`src/hw/irq_mask_pkg.sv`:
```
// constants, field layouts and carrier types of the charger interrupt enable logic
//
// Behaviour
// RULE1 - enable reg 0x7 gates group-0 flags
// RULE2 - enable bit 0 blocks, 1 passes flag
// RULE3 - enable reg 0x8 gates group-1 faults
// RULE4 - enable reg 0x9 gates group-2, reserved bits
// RULE5 - all enable bits reset zero, read-write
// RULE6 - bit 7 selects self-clearing flags
// RULE7 - group-0 flags read-only, cleared by read
package irq_mask_pkg;

   ////////////////////////////////////////////////////////////////////////////
   // bus widths
   localparam int ADDR_W = 8;
   localparam int DATA_W = 8;
   localparam int GROUPS = 3;

   ////////////////////////////////////////////////////////////////////////////
   // register offsets
   localparam logic [ADDR_W-1:0] OFS_EN_GRP0 = 8'h07;
   localparam logic [ADDR_W-1:0] OFS_EN_GRP1 = 8'h08;
   localparam logic [ADDR_W-1:0] OFS_EN_GRP2 = 8'h09;
   localparam logic [ADDR_W-1:0] OFS_FLAG_GRP0 = 8'h0A;
   localparam logic [ADDR_W-1:0] OFS_FLAG_GRP1 = 8'h0B;
   localparam logic [ADDR_W-1:0] OFS_FLAG_GRP2 = 8'h0C;
   localparam logic [ADDR_W-1:0] OFS_IRQ_STATUS = 8'h0D;
   localparam logic [ADDR_W-1:0] OFS_IRQ_MASK = 8'h0E;

   ////////////////////////////////////////////////////////////////////////////
   // field positions, group 0
   localparam int BIT_SELF_CLEAR = 7;
   localparam int BIT_UNCONFIGURED = 7;
   localparam int BIT_TYPEC_STATE_CHANGE = 5;
   localparam int BIT_TYPEC_ATTACH_STATUS = 4;
   localparam int BIT_CHARGER_ATTACH_STATUS = 3;
   localparam int BIT_TYPEC_ATTACH_EVENT = 2;
   localparam int BIT_CHARGER_ATTACH_EVENT = 1;
   localparam int BIT_CONVERSION_DONE = 0;
   // field positions, group 1
   localparam int BIT_BUS_PRE_OVERVOLTAGE = 6;
   localparam int BIT_BUS_LIMIT_UNDERVOLTAGE = 5;
   localparam int BIT_BUS_CURRENT_LIMIT = 4;
   localparam int BIT_BUS_OVERVOLTAGE = 3;
   localparam int BIT_BUS_UNDERVOLTAGE = 2;
   localparam int BIT_BUS_SHORT_GROUND = 1;
   localparam int BIT_THERMAL_SHUTDOWN = 0;
   // field positions, group 2
   localparam int BIT_BUS_PREBIAS = 5;
   localparam int BIT_THERMAL_WARNING = 3;
   localparam int BIT_INPUT_OVERVOLTAGE = 2;
   localparam int BIT_DATALINE_OVERVOLTAGE = 1;

   ////////////////////////////////////////////////////////////////////////////
   // implemented bits and reset values
   localparam logic [DATA_W-1:0] FLAG_IMPL [GROUPS] = '{8'h3F, 8'h7F, 8'h2E};
   localparam logic [DATA_W-1:0] EN0_WRITABLE = 8'hBF;
   localparam logic [DATA_W-1:0] EN_RESET = 8'h00;
   localparam logic [DATA_W-1:0] FLAG_RESET = 8'h00;
   localparam logic [DATA_W-1:0] READ_UNMAPPED = 8'h00;
   localparam logic [GROUPS-1:0] STATUS_RESET = 3'h0;
   localparam logic [GROUPS-1:0] SUMMARY_MASK_RESET = 3'h7;

   ////////////////////////////////////////////////////////////////////////////
   // carriers
   typedef struct packed {
      logic [ADDR_W-1:0] addr;
      logic [DATA_W-1:0] wdata;
      logic wr;
      logic rd;
   } reg_req_t;

   typedef struct packed {
      logic typec_state_change;
      logic typec_attach_status;
      logic charger_attach_status;
      logic typec_attach_event;
      logic charger_attach_event;
      logic conversion_done;
   } grp0_cond_t;

   typedef struct packed {
      logic bus_pre_overvoltage;
      logic bus_limit_undervoltage;
      logic bus_current_limit;
      logic bus_overvoltage;
      logic bus_undervoltage;
      logic bus_short_ground;
      logic thermal_shutdown;
   } grp1_cond_t;

   typedef struct packed {
      logic bus_prebias;
      logic thermal_warning;
      logic input_overvoltage;
      logic dataline_overvoltage;
   } grp2_cond_t;

endpackage

```
`src/hw/flag_cell.sv`:
```
// one group of condition flags with read-clear and self-clear behaviour
`timescale 1ns/1ps
module flag_cell #(
   parameter logic [7:0] IMPL = 8'hFF
) (
   // clock and reset
   input wire logic clk_in,
   input wire logic reset_n_in,
   // conditions and clearing
   input wire logic [7:0] cond_in,
   input wire logic self_clear_in,
   input wire logic read_clear_in,
   // flag state
   output logic [7:0] flags_out
);
   import irq_mask_pkg::*;

   logic [7:0] flags_q;
   logic [7:0] flags_d;

   // next flag values; a condition present in the read cycle keeps its flag
   always_comb begin
      if (self_clear_in) begin
         // RULE6 flags follow condition
         flags_d = cond_in & IMPL;
      end else if (read_clear_in) begin
         // RULE7 read clears all flags except those whose condition is still present
         flags_d = cond_in & IMPL;
      end else begin
         flags_d = (flags_q | cond_in) & IMPL;
      end
   end

   // flag register
   always_ff @(posedge clk_in) begin
      if (!reset_n_in) begin
         flags_q <= FLAG_RESET;
      end else begin
         flags_q <= flags_d;
      end
   end

   assign flags_out = flags_q;

endmodule

```
`src/hw/usb_charger_irq_mask_logic.sv`:
```
// interrupt enable logic of the charging-port controller
`timescale 1ns/1ps
module usb_charger_irq_mask_logic (
   // clock and reset
   input wire logic clk_in,
   input wire logic reset_n_in,
   // register port
   input wire irq_mask_pkg::reg_req_t reg_req_in,
   output logic [irq_mask_pkg::DATA_W-1:0] rdata_out,
   // condition inputs
   input wire irq_mask_pkg::grp0_cond_t grp0_cond_in,
   input wire irq_mask_pkg::grp1_cond_t grp1_cond_in,
   input wire irq_mask_pkg::grp2_cond_t grp2_cond_in,
   input wire logic unconfigured_in,
   // interrupt toward the host
   output logic irq_out
);
   import irq_mask_pkg::*;

   ////////////////////////////////////////////////////////////////////////////
   // declarations

   // enable registers, one byte per group;
   // group 0 also carries the self-clear selector
   logic [DATA_W-1:0] irq_enable_group0_q;
   logic [DATA_W-1:0] irq_enable_group0_d;
   logic [DATA_W-1:0] irq_enable_group1_q;
   logic [DATA_W-1:0] irq_enable_group1_d;
   logic [DATA_W-1:0] irq_enable_group2_q;
   logic [DATA_W-1:0] irq_enable_group2_d;

   // summary status and its mask
   // status bits are sticky, one per group
   logic [GROUPS-1:0] irq_status_q;
   logic [GROUPS-1:0] irq_status_d;
   logic [GROUPS-1:0] irq_summary_mask_q;
   logic [GROUPS-1:0] irq_summary_mask_d;

   // output flops; nothing combinational reaches a pin,
   // so the host never sees a glitch on the line
   logic [DATA_W-1:0] rdata_q;
   logic [DATA_W-1:0] rdata_d;
   logic irq_q;
   logic irq_d;

   // per group vectors
   // indexed by group so that the flag cells share one loop
   logic [DATA_W-1:0] cond_vec [GROUPS];
   logic [DATA_W-1:0] flags_vec [GROUPS];
   logic [DATA_W-1:0] enable_vec [GROUPS];
   logic [GROUPS-1:0] read_clear_vec;
   logic [GROUPS-1:0] pending;

   // decoded strobes
   // decoded once here and used by the next-state logic
   logic wr_en0;
   logic wr_en1;
   logic wr_en2;
   logic wr_status;
   logic wr_smask;
   logic flag_self_clear_select;

   ////////////////////////////////////////////////////////////////////////////
   // address decode

   // writes only land on the read-write registers; flag offsets ignore writes
   // a full address compare keeps aliases of a register off the map
   always_comb begin
      // each strobe needs both the write and its own offset
      wr_en0 = reg_req_in.wr && (reg_req_in.addr == OFS_EN_GRP0);
      wr_en1 = reg_req_in.wr && (reg_req_in.addr == OFS_EN_GRP1);
      wr_en2 = reg_req_in.wr && (reg_req_in.addr == OFS_EN_GRP2);
      wr_status = reg_req_in.wr && (reg_req_in.addr == OFS_IRQ_STATUS);
      wr_smask = reg_req_in.wr && (reg_req_in.addr == OFS_IRQ_MASK);
   end

   // a read of a flag register clears that group after the data is taken
   // only a read strobe clears; a write to a flag offset is dropped
   always_comb begin
      // RULE7 clear on read
      read_clear_vec[0] = reg_req_in.rd && (reg_req_in.addr == OFS_FLAG_GRP0);
      read_clear_vec[1] = reg_req_in.rd && (reg_req_in.addr == OFS_FLAG_GRP1);
      read_clear_vec[2] = reg_req_in.rd && (reg_req_in.addr == OFS_FLAG_GRP2);
   end

   ////////////////////////////////////////////////////////////////////////////
   // condition mapping onto register bit positions
   // the carriers list fields from high bit to low; mapping them through
   // named positions keeps the register layout in one place

   // group 0: type-C state change, attach status, attach events, conversion done
   // attach status is a level; attach events are single pulses
   always_comb begin
      // cleared first so that reserved positions read as zero
      cond_vec[0] = '0;
      cond_vec[0][BIT_TYPEC_STATE_CHANGE] = grp0_cond_in.typec_state_change;
      cond_vec[0][BIT_TYPEC_ATTACH_STATUS] = grp0_cond_in.typec_attach_status;
      cond_vec[0][BIT_CHARGER_ATTACH_STATUS] = grp0_cond_in.charger_attach_status;
      cond_vec[0][BIT_TYPEC_ATTACH_EVENT] = grp0_cond_in.typec_attach_event;
      cond_vec[0][BIT_CHARGER_ATTACH_EVENT] = grp0_cond_in.charger_attach_event;
      cond_vec[0][BIT_CONVERSION_DONE] = grp0_cond_in.conversion_done;
   end

   // group 1: bus voltage and current faults, thermal shutdown
   // a fault may be a level that outlasts a read, and then stays flagged
   always_comb begin
      // bit 7 has no fault behind it
      cond_vec[1] = '0;
      cond_vec[1][BIT_BUS_PRE_OVERVOLTAGE] = grp1_cond_in.bus_pre_overvoltage;
      cond_vec[1][BIT_BUS_LIMIT_UNDERVOLTAGE] = grp1_cond_in.bus_limit_undervoltage;
      cond_vec[1][BIT_BUS_CURRENT_LIMIT] = grp1_cond_in.bus_current_limit;
      cond_vec[1][BIT_BUS_OVERVOLTAGE] = grp1_cond_in.bus_overvoltage;
      cond_vec[1][BIT_BUS_UNDERVOLTAGE] = grp1_cond_in.bus_undervoltage;
      cond_vec[1][BIT_BUS_SHORT_GROUND] = grp1_cond_in.bus_short_ground;
      cond_vec[1][BIT_THERMAL_SHUTDOWN] = grp1_cond_in.thermal_shutdown;
   end

   // group 2: prebias, thermal warning, overvoltage on input and data lines
   // data-line overvoltage is kept apart from input overvoltage
   always_comb begin
      // positions 7, 6, 4 and 0 are reserved
      cond_vec[2] = '0;
      cond_vec[2][BIT_BUS_PREBIAS] = grp2_cond_in.bus_prebias;
      cond_vec[2][BIT_THERMAL_WARNING] = grp2_cond_in.thermal_warning;
      cond_vec[2][BIT_INPUT_OVERVOLTAGE] = grp2_cond_in.input_overvoltage;
      cond_vec[2][BIT_DATALINE_OVERVOLTAGE] = grp2_cond_in.dataline_overvoltage;
   end

   ////////////////////////////////////////////////////////////////////////////
   // enable registers

   // plain read-write storage; group 0 bit 6 is not stored
   // reserved positions are masked on the way in, so a readback
   // shows exactly what can take effect
   always_comb begin
      // hold unless written
      irq_enable_group0_d = irq_enable_group0_q;
      irq_enable_group1_d = irq_enable_group1_q;
      irq_enable_group2_d = irq_enable_group2_q;
      // one write lands on one register only
      if (wr_en0) begin
         // RULE1 group-0 enables
         irq_enable_group0_d = reg_req_in.wdata & EN0_WRITABLE;
      end
      if (wr_en1) begin
         // RULE3 group-1 enables
         irq_enable_group1_d = reg_req_in.wdata & FLAG_IMPL[1];
      end
      if (wr_en2) begin
         // RULE4 reserved bits dropped
         irq_enable_group2_d = reg_req_in.wdata & FLAG_IMPL[2];
      end
   end

   // no flag reaches the line until software sets an enable
   // RULE5 enables reset zero
   always_ff @(posedge clk_in) begin
      if (!reset_n_in) begin
         irq_enable_group0_q <= EN_RESET;
         irq_enable_group1_q <= EN_RESET;
         irq_enable_group2_q <= EN_RESET;
      end else begin
         irq_enable_group0_q <= irq_enable_group0_d;
         irq_enable_group1_q <= irq_enable_group1_d;
         irq_enable_group2_q <= irq_enable_group2_d;
      end
   end

   // the self-clear selector shares the group-0 enable register
   // bit 7 is masked off the group-0 enables so that the selector
   // never counts as a pending flag
   always_comb begin
      flag_self_clear_select = irq_enable_group0_q[BIT_SELF_CLEAR];
      enable_vec[0] = irq_enable_group0_q & FLAG_IMPL[0];
      enable_vec[1] = irq_enable_group1_q;
      enable_vec[2] = irq_enable_group2_q;
   end

   ////////////////////////////////////////////////////////////////////////////
   // flag groups

   // one flag cell per group; reserved positions are held at zero inside
   // the selector is shared: self-clear acts on all groups at once
   for (genvar g = 0; g < GROUPS; g++) begin : g_flags
      // the implemented-bit mask comes from the package table
      flag_cell #(
         .IMPL(FLAG_IMPL[g])
      ) u_flag_cell (
         .clk_in(clk_in),
         .reset_n_in(reset_n_in),
         .cond_in(cond_vec[g]),
         .self_clear_in(flag_self_clear_select),
         .read_clear_in(read_clear_vec[g]),
         .flags_out(flags_vec[g])
      );

      // a flag only counts while its enable bit is set
      // RULE2 enable gates flag
      assign pending[g] = |(flags_vec[g] & enable_vec[g]);
   end

   ////////////////////////////////////////////////////////////////////////////
   // summary status, summary mask and interrupt line

   // sticky per group; a new pending wins over a write-one clear in the same
   // cycle so that no event slips through while software acknowledges
   // the summary mask resets to all ones, so by default the
   // enable registers alone decide the line
   always_comb begin
      irq_status_d = irq_status_q;
      irq_summary_mask_d = irq_summary_mask_q;
      // write one to clear, per group bit
      if (wr_status) begin
         irq_status_d = irq_status_q & ~reg_req_in.wdata[GROUPS-1:0];
      end
      // set after the clear, so a new pending is never lost
      irq_status_d = irq_status_d | pending;
      // a mask change reaches the line at the same edge
      if (wr_smask) begin
         irq_summary_mask_d = reg_req_in.wdata[GROUPS-1:0];
      end
      // computed from next state so the line tracks status with no extra lag
      irq_d = |(irq_status_d & irq_summary_mask_d);
   end

   // limitation: the line follows status, so software clears the
   // status bit only after the flag, or the line rises again
   // status, mask and interrupt flops
   always_ff @(posedge clk_in) begin
      if (!reset_n_in) begin
         // reset leaves the summary mask open and the status clear
         irq_status_q <= STATUS_RESET;
         irq_summary_mask_q <= SUMMARY_MASK_RESET;
         irq_q <= 1'b0;
      end else begin
         irq_status_q <= irq_status_d;
         irq_summary_mask_q <= irq_summary_mask_d;
         irq_q <= irq_d;
      end
   end

   ////////////////////////////////////////////////////////////////////////////
   // read data

   // data stand only in the cycle after the read strobe, zero otherwise;
   // flag reads see the value before the clear that the same read causes
   // a zero outside the answer cycle lets a host or-combine several
   // answer buses with no extra gating
   always_comb begin
      rdata_d = READ_UNMAPPED;
      // nothing is returned without a read strobe
      if (reg_req_in.rd) begin
         // every mapped offset is listed; the default covers the holes
         unique case (reg_req_in.addr)
            OFS_EN_GRP0: begin
               rdata_d = irq_enable_group0_q;
            end
            OFS_EN_GRP1: begin
               rdata_d = irq_enable_group1_q;
            end
            OFS_EN_GRP2: begin
               rdata_d = irq_enable_group2_q;
            end
            OFS_FLAG_GRP0: begin
               rdata_d = flags_vec[0];
               rdata_d[BIT_UNCONFIGURED] = unconfigured_in; // not cleared by read
            end
            OFS_FLAG_GRP1: begin
               rdata_d = flags_vec[1];
            end
            OFS_FLAG_GRP2: begin
               rdata_d = flags_vec[2];
            end
            OFS_IRQ_STATUS: begin
               rdata_d = {{(DATA_W-GROUPS){1'b0}}, irq_status_q};
            end
            OFS_IRQ_MASK: begin
               rdata_d = {{(DATA_W-GROUPS){1'b0}}, irq_summary_mask_q};
            end
            default: begin
               rdata_d = READ_UNMAPPED;
            end
         endcase
      end
   end

   // read data register
   // registered so that the answer stands one cycle after the strobe
   always_ff @(posedge clk_in) begin
      if (!reset_n_in) begin
         rdata_q <= READ_UNMAPPED;
      end else begin
         rdata_q <= rdata_d;
      end
   end

   ////////////////////////////////////////////////////////////////////////////
   // outputs straight from flops
   // both pins are taken from flops only, never from decode logic

   assign rdata_out = rdata_q;
   assign irq_out = irq_q;

endmodule

```
`config.mk`:
```
export PLATFORM = sky130hd
export DESIGN_NAME = usb_charger_irq_mask_logic
export DESIGN_NICKNAME = d
export VERILOG_FILES = /design/src/hw/irq_mask_pkg.sv /design/src/hw/flag_cell.sv /design/src/hw/usb_charger_irq_mask_logic.sv
export SDC_FILE = /design/constraint.sdc
export NUM_CORES = 1
export LEC_CHECK = 0
export ABC_AREA = 1
export BUFFER_PORTS_ARGS = -buffer_cell sky130_fd_sc_hd__buf_2
export CAP_MARGIN = 10
export CORE_MARGIN = 1.5
export CORE_UTILIZATION = 42
export CTS_BUF_LIST = sky130_fd_sc_hd__clkbuf_4 sky130_fd_sc_hd__clkbuf_8
export DETAILED_ROUTE_END_ITERATION = 8
export GPL_TIMING_DRIVEN = 0
export PLACE_DENSITY_LB_ADDON = 0.2
export SYNTH_ARGS = -nofsm -noshare
export SYNTH_HDL_FRONTEND = slang
export SYNTH_HIERARCHICAL = 1
export SYNTH_SLANG_ARGS = --single-unit
```
`constraint.sdc`:
```
create_clock -name clk_in -period 3.6 [get_ports clk_in]
set_input_delay 0.72 -clock clk_in [delete_from_list [all_inputs] [get_ports clk_in]]
set_output_delay 0.72 -clock clk_in [all_outputs]
set_load 0.02 [all_outputs]
```
# --- Yosys cells after proc, flatten, opt, wreduce, memory -nomap -nowiden ---
# Index checks and enable logic that the tools add are counted.
totals:
  ff_bits: 52
  output_inout_bits: 9
  word_cells: 53
  inputBits: 38
op_classes:
  n_bitwise: 11
  n_mux: 9
  reduce_logical: 14
  n_eq_ne: 8
op_table:
  columns: ["op", "n"]
  rows:
  - ["$pmux W8 S8", 1]
  - ["$eq A8 B4 Y1 const B", 7]
  - ["$mux W6", 4]
  - ["$reduce_or A8 Y1", 3]
  - ["$mux W7", 2]
  - ["$and A6 B6 Y6", 2]
  - ["$or A6 B6 Y6", 2]
  - ["$eq A8 B3 Y1 const B", 1]
  - ["$logic_and A1 B1 Y1", 8]
  - ["$and A7 B7 Y7", 1]
  - ["$or A7 B7 Y7", 1]
  - ["$and A3 B3 Y3", 2]
  - ["$mux W3", 2]
  - ["$not A3 Y3", 1]
  - ["$or A3 B3 Y3", 1]
  - ["$reduce_or A3 Y1", 1]
  - ["$reduce_and A2 Y1", 1]
  - ["$reduce_or A2 Y1", 1]
  - ["$not A1 Y1", 1]

# --- Logic depth before layout (Yosys ltp) ---
depth:
  depth_word: 6
  mapped_depth: 11
  ltp_nobuf: 10

# --- Modules after synthesis ---
# Netlist, hierarchy kept.
by_module_without_submodules:
  columns: ["module", "area_per_inst_um2", "cells_each", "n_inst", "seq_area_each_um2"]
  rows:
  - ["usb_charger_irq_mask_logic", 1845.5, 273, 1, 660.6]
  - ["flag_cell (g_flags[1].u_flag_cell)", 254.0, 32, 1, 140.1]
  - ["flag_cell (g_flags[0].u_flag_cell)", 224.0, 29, 1, 120.1]
  - ["flag_cell (g_flags[2].u_flag_cell)", 173.9, 23, 1, 80.1]

# --- Worst setup path after synthesis ---
# No wires, ideal clock.
synth_path:
  path_type: "input port to flip-flop"
  start: "in reg_req_in[15] (netlist name)"
  end: "reg g_flags[2].u_flag_cell.flags_q[1]"
  stages: 9
  path_slack_ns: 1.824
  n_path_buf: 1
  arrival_ns: 1.660
  required_time_ns: 3.484
  setup_time_ns: 0.116
  path_cell_list: "inv_1 -> nand2_1 -> nor2_4 -> buf_2 -> nand3_1 -> nor3_1 -> nor2_2 -> nand2_1 -> a21oi_1"
synth_between:
  elab_chain_cells: 4
synth_lines:
  columns: ["element", "line_no", "text"]
  rows:
  - ["start, declared", "usb_charger_irq_mask_logic.sv:8", "input wire irq_mask_pkg::reg_req_t reg_req_in,"]
  - ["$eq A8 B4 Y1", "usb_charger_irq_mask_logic.sv:83", "read_clear_vec[2] = reg_req_in.rd && (reg_req_in.addr == OFS_FLAG_GRP2);"]
  - ["$logic_and A1 B1 Y1", "usb_charger_irq_mask_logic.sv:83", null]
  - ["net read_clear_vec[2]", "usb_charger_irq_mask_logic.sv:51", "logic [GROUPS-1:0] read_clear_vec;"]
  - ["$mux W6", "flag_cell.sv:26", "end else if (read_clear_in) begin"]
  - ["$mux W6", "flag_cell.sv:23", "if (self_clear_in) begin"]
  - ["end signal, assigned", "flag_cell.sv:39", "flags_q <= flags_d;"]
  - ["end, declared", "flag_cell.sv:18", "logic [7:0] flags_q;"]
# The timed path passes the listed nets, and every way through them passes these cells.
# A chain may end at the register's enable or synchronous reset.

# --- Final worst setup path ---
layout_path:
  start: "in reg_req_in[14] (netlist name)"
  end: "reg g_flags[2].u_flag_cell.flags_q[2]"
# The elaborated chain is that of the path after synthesis.

==> impl_metrics.toml <==
[critical_path]
cp_max_fo = 10
crit_path_start_kind = "primary input"
critical_path.cell_chain = "buf_2 > inv_2 > nand2_1 > nor2_4 > buf_2 > nand3_1 > nor3_1 > nor2_2 > nand2_1 > a21oi_1"
r2r_slack_ns = 2.31
cp_slowest_stage_delay_ns = 0.25
critPathRequiredTime_ns = 3.80
crit_buf_inv = 3
worst-setup-path-type = "in2reg"
cp_top_family = "simple AND/OR/NAND/NOR gates"
rr_startpoint = "irq_enable_group1_q[4]$_SDFFE_PN0P_"
worst_r2r_path_depth = 8
cp_slowest_cell = "buf_2"
arrival_ns = 1.97
cp-end-kind = "flop"
reg2reg_to = "irq_out$_SDFF_PN0_"

[finish]
layout.nets = 449
final_util_pct = 52.0
diodes = 0
synthToLayoutAreaGrowth_pct = 17.3
drive_gt1_share_pct = 20.6
fillerInstances = 601
layout_common_cells = "77 x nand2_1, 50 x inv_1, 50 x dfxtp_1"
final_common_cell = "nand2_1"

[drt]
ant_nets = 0
routed_wl_um = 6250
wire_per_inst_um = 12.9
drc = 0
drtPass1Iterations = 4
viasPerCell = 4.89
drtIter0Drc = 137
num_vias = 2365

[sta]
min_period_ns = 1.77
fin_crit_sh_pct = 49.1
fin_setup_tns_ns = 0
drv_slew = 0
final.setup_skew_ns = 0.0106
setup_viol = 0
rsz0062_at_grt = "false"
fmax_mhz = 566
hold_viol_final = 0

[die]
core_mm2 = 0.00561
start_util_pct = 44.3
die_w_um = 79.9
io_pins = 47
num_rows = 27
die-area_mm2 = 0.00639
die_h_um = 79.9

[global_routing]
grt_pass1_vias = 2161
grt_use_total_pct = 20.5
antenna_found_initial = 0
grt_pass1_wl_um = 9980
grt_overflow_total = 0
grt_max_degree = 17

[worst_hold_path]
min_path_cells = 2
hold_path_end = "g_flags[0].u_flag_cell/flags_out[4]$_SDFF_PN0_"
min_from = "g_flags[0].u_flag_cell/flags_out[4]$_SDFF_PN0_"
min_path_type = "reg2reg"

[clock_tree]
postCtsSetupRepairBufs = 0
cts_resized = 0
max-clock-path-buffers = 2
htreeDepth = 2
clockRootBuffer = "clkbuf_8"
numCtsBuffers = 5
cts_tree = "yes"
clk_pin_slew_worst_paths_ns = 0.10
clock_sinks = 50
clk_latency_ns = 0.31
hold_buffers = 0

[power]
ir_drop_mv = 0.176
power.leakage_nw = 1.44
p_per_area_mw_per_mm2 = 354

[synthesis]
synth_area_mm2 = 0.00249
synth_area_per_cell_um2 = 7.00
yosysWarnings = 6
syn_inst = 355

[run]
cap_violations = 0

[place]
dp_hpwl_um = 4960
io_buffers = 46
gp_congestion = 0.864

[status]
status = "finished clean"
==> worst min-delay path: cells and delay by family (launching register included) <==
| family | cells | cell delay (ns) |
|---|---|---|
| AOI/OAI and AO/OA | 1 | 0.05 |
| and+or+nand+nor | 1 | 0.06 |
| DFF | 1 | 0.32 |
==> sequential cells by signal, summed over array words and instances, names as in the netlist <==
| name | count |
|---|---|
| irq_enable_group2_q | 4 |
| irq_summary_mask_q | 3 |
| irq_enable_group1_q | 7 |
| irq_status_q | 3 |
| irq_out | 1 |
| rdata_out | 8 |
| g_flags.u_flag_cell/flags_out | 17 |
| irq_enable_group0_q | 7 |
==> how the worst max path moves through the flow <==
stage | start | endpoint | slack (ns) | cells after the start
finish | reg_req_in[14] | g_flags[2].u_flag_cell/flags_out[2]$_SDFF_PN0_ | 1.83 | 10
floorplan | reg_req_in[15] | g_flags[2].u_flag_cell/flags_out[1]$_SDFF_PN0_ | 1.82 | 9
global placement | reg_req_in[14] | g_flags[2].u_flag_cell/flags_out[3]$_SDFF_PN0_ | 1.53 | 10
detailed placement | reg_req_in[15] | g_flags[2].u_flag_cell/flags_out[5]$_SDFF_PN0_ | 1.50 | 10
CTS | reg_req_in[15] | g_flags[2].u_flag_cell/flags_out[5]$_SDFF_PN0_ | 1.84 | 10
global route | reg_req_in[15] | g_flags[2].u_flag_cell/flags_out[5]$_SDFF_PN0_ | 1.67 | 10
==> power breakdown <==
| group | total (mW) | internal, mW | switching, mW |
|---|---|---|---|
| clock network | 0.359 | 0.159 | 0.200 |
| logic | 0.0936 | 0.0368 | 0.0567 |
| registers | 0.580 | 0.567 | 0.0121 |
==> per-layer routing <==
metal | share of wire (%) | track usage (%)
met1 | 47 | 27.5
met4 | 1.4 | 7.07
met3 | 7.3 | 3.89
met2 | 44 | 32.9
met5 | 0 | 0
==> stage by stage <==
step	instances	hold WS (ns)	instance area, um2	setup WS (ns)	power, mW
after floorplan	358	0.439	2500	1.82	0.643
after global placement	476	0.453	2820	1.53	0.683
after detailed placement	476	0.456	2820	1.50	0.685
after CTS	484	0.472	2920	1.84	1.04
after global routing	484	0.498	2920	1.67	1.07
final	484	0.467	2920	1.83	1.03
==> area by class of cell <==
| cell class | count | area (um2) | share of cell area (%) |
|---|---|---|---|
| clock inverters | 2 | 16.3 | 0.558 |
| inverters | 56 | 210 | 7.21 |
| flip-flops and latches | 50 | 1000 | 34.3 |
| well taps | 72 | 90.1 | 3.09 |
| plain buffers | 12 | 83.8 | 2.87 |
| repair buffers | 46 | 230 | 7.89 |
| multi-input cells | 240 | 1200 | 41.2 |
| clock buffers | 6 | 82.6 | 2.83 |
No activity file was read; power rests on OpenSTA's default activity.
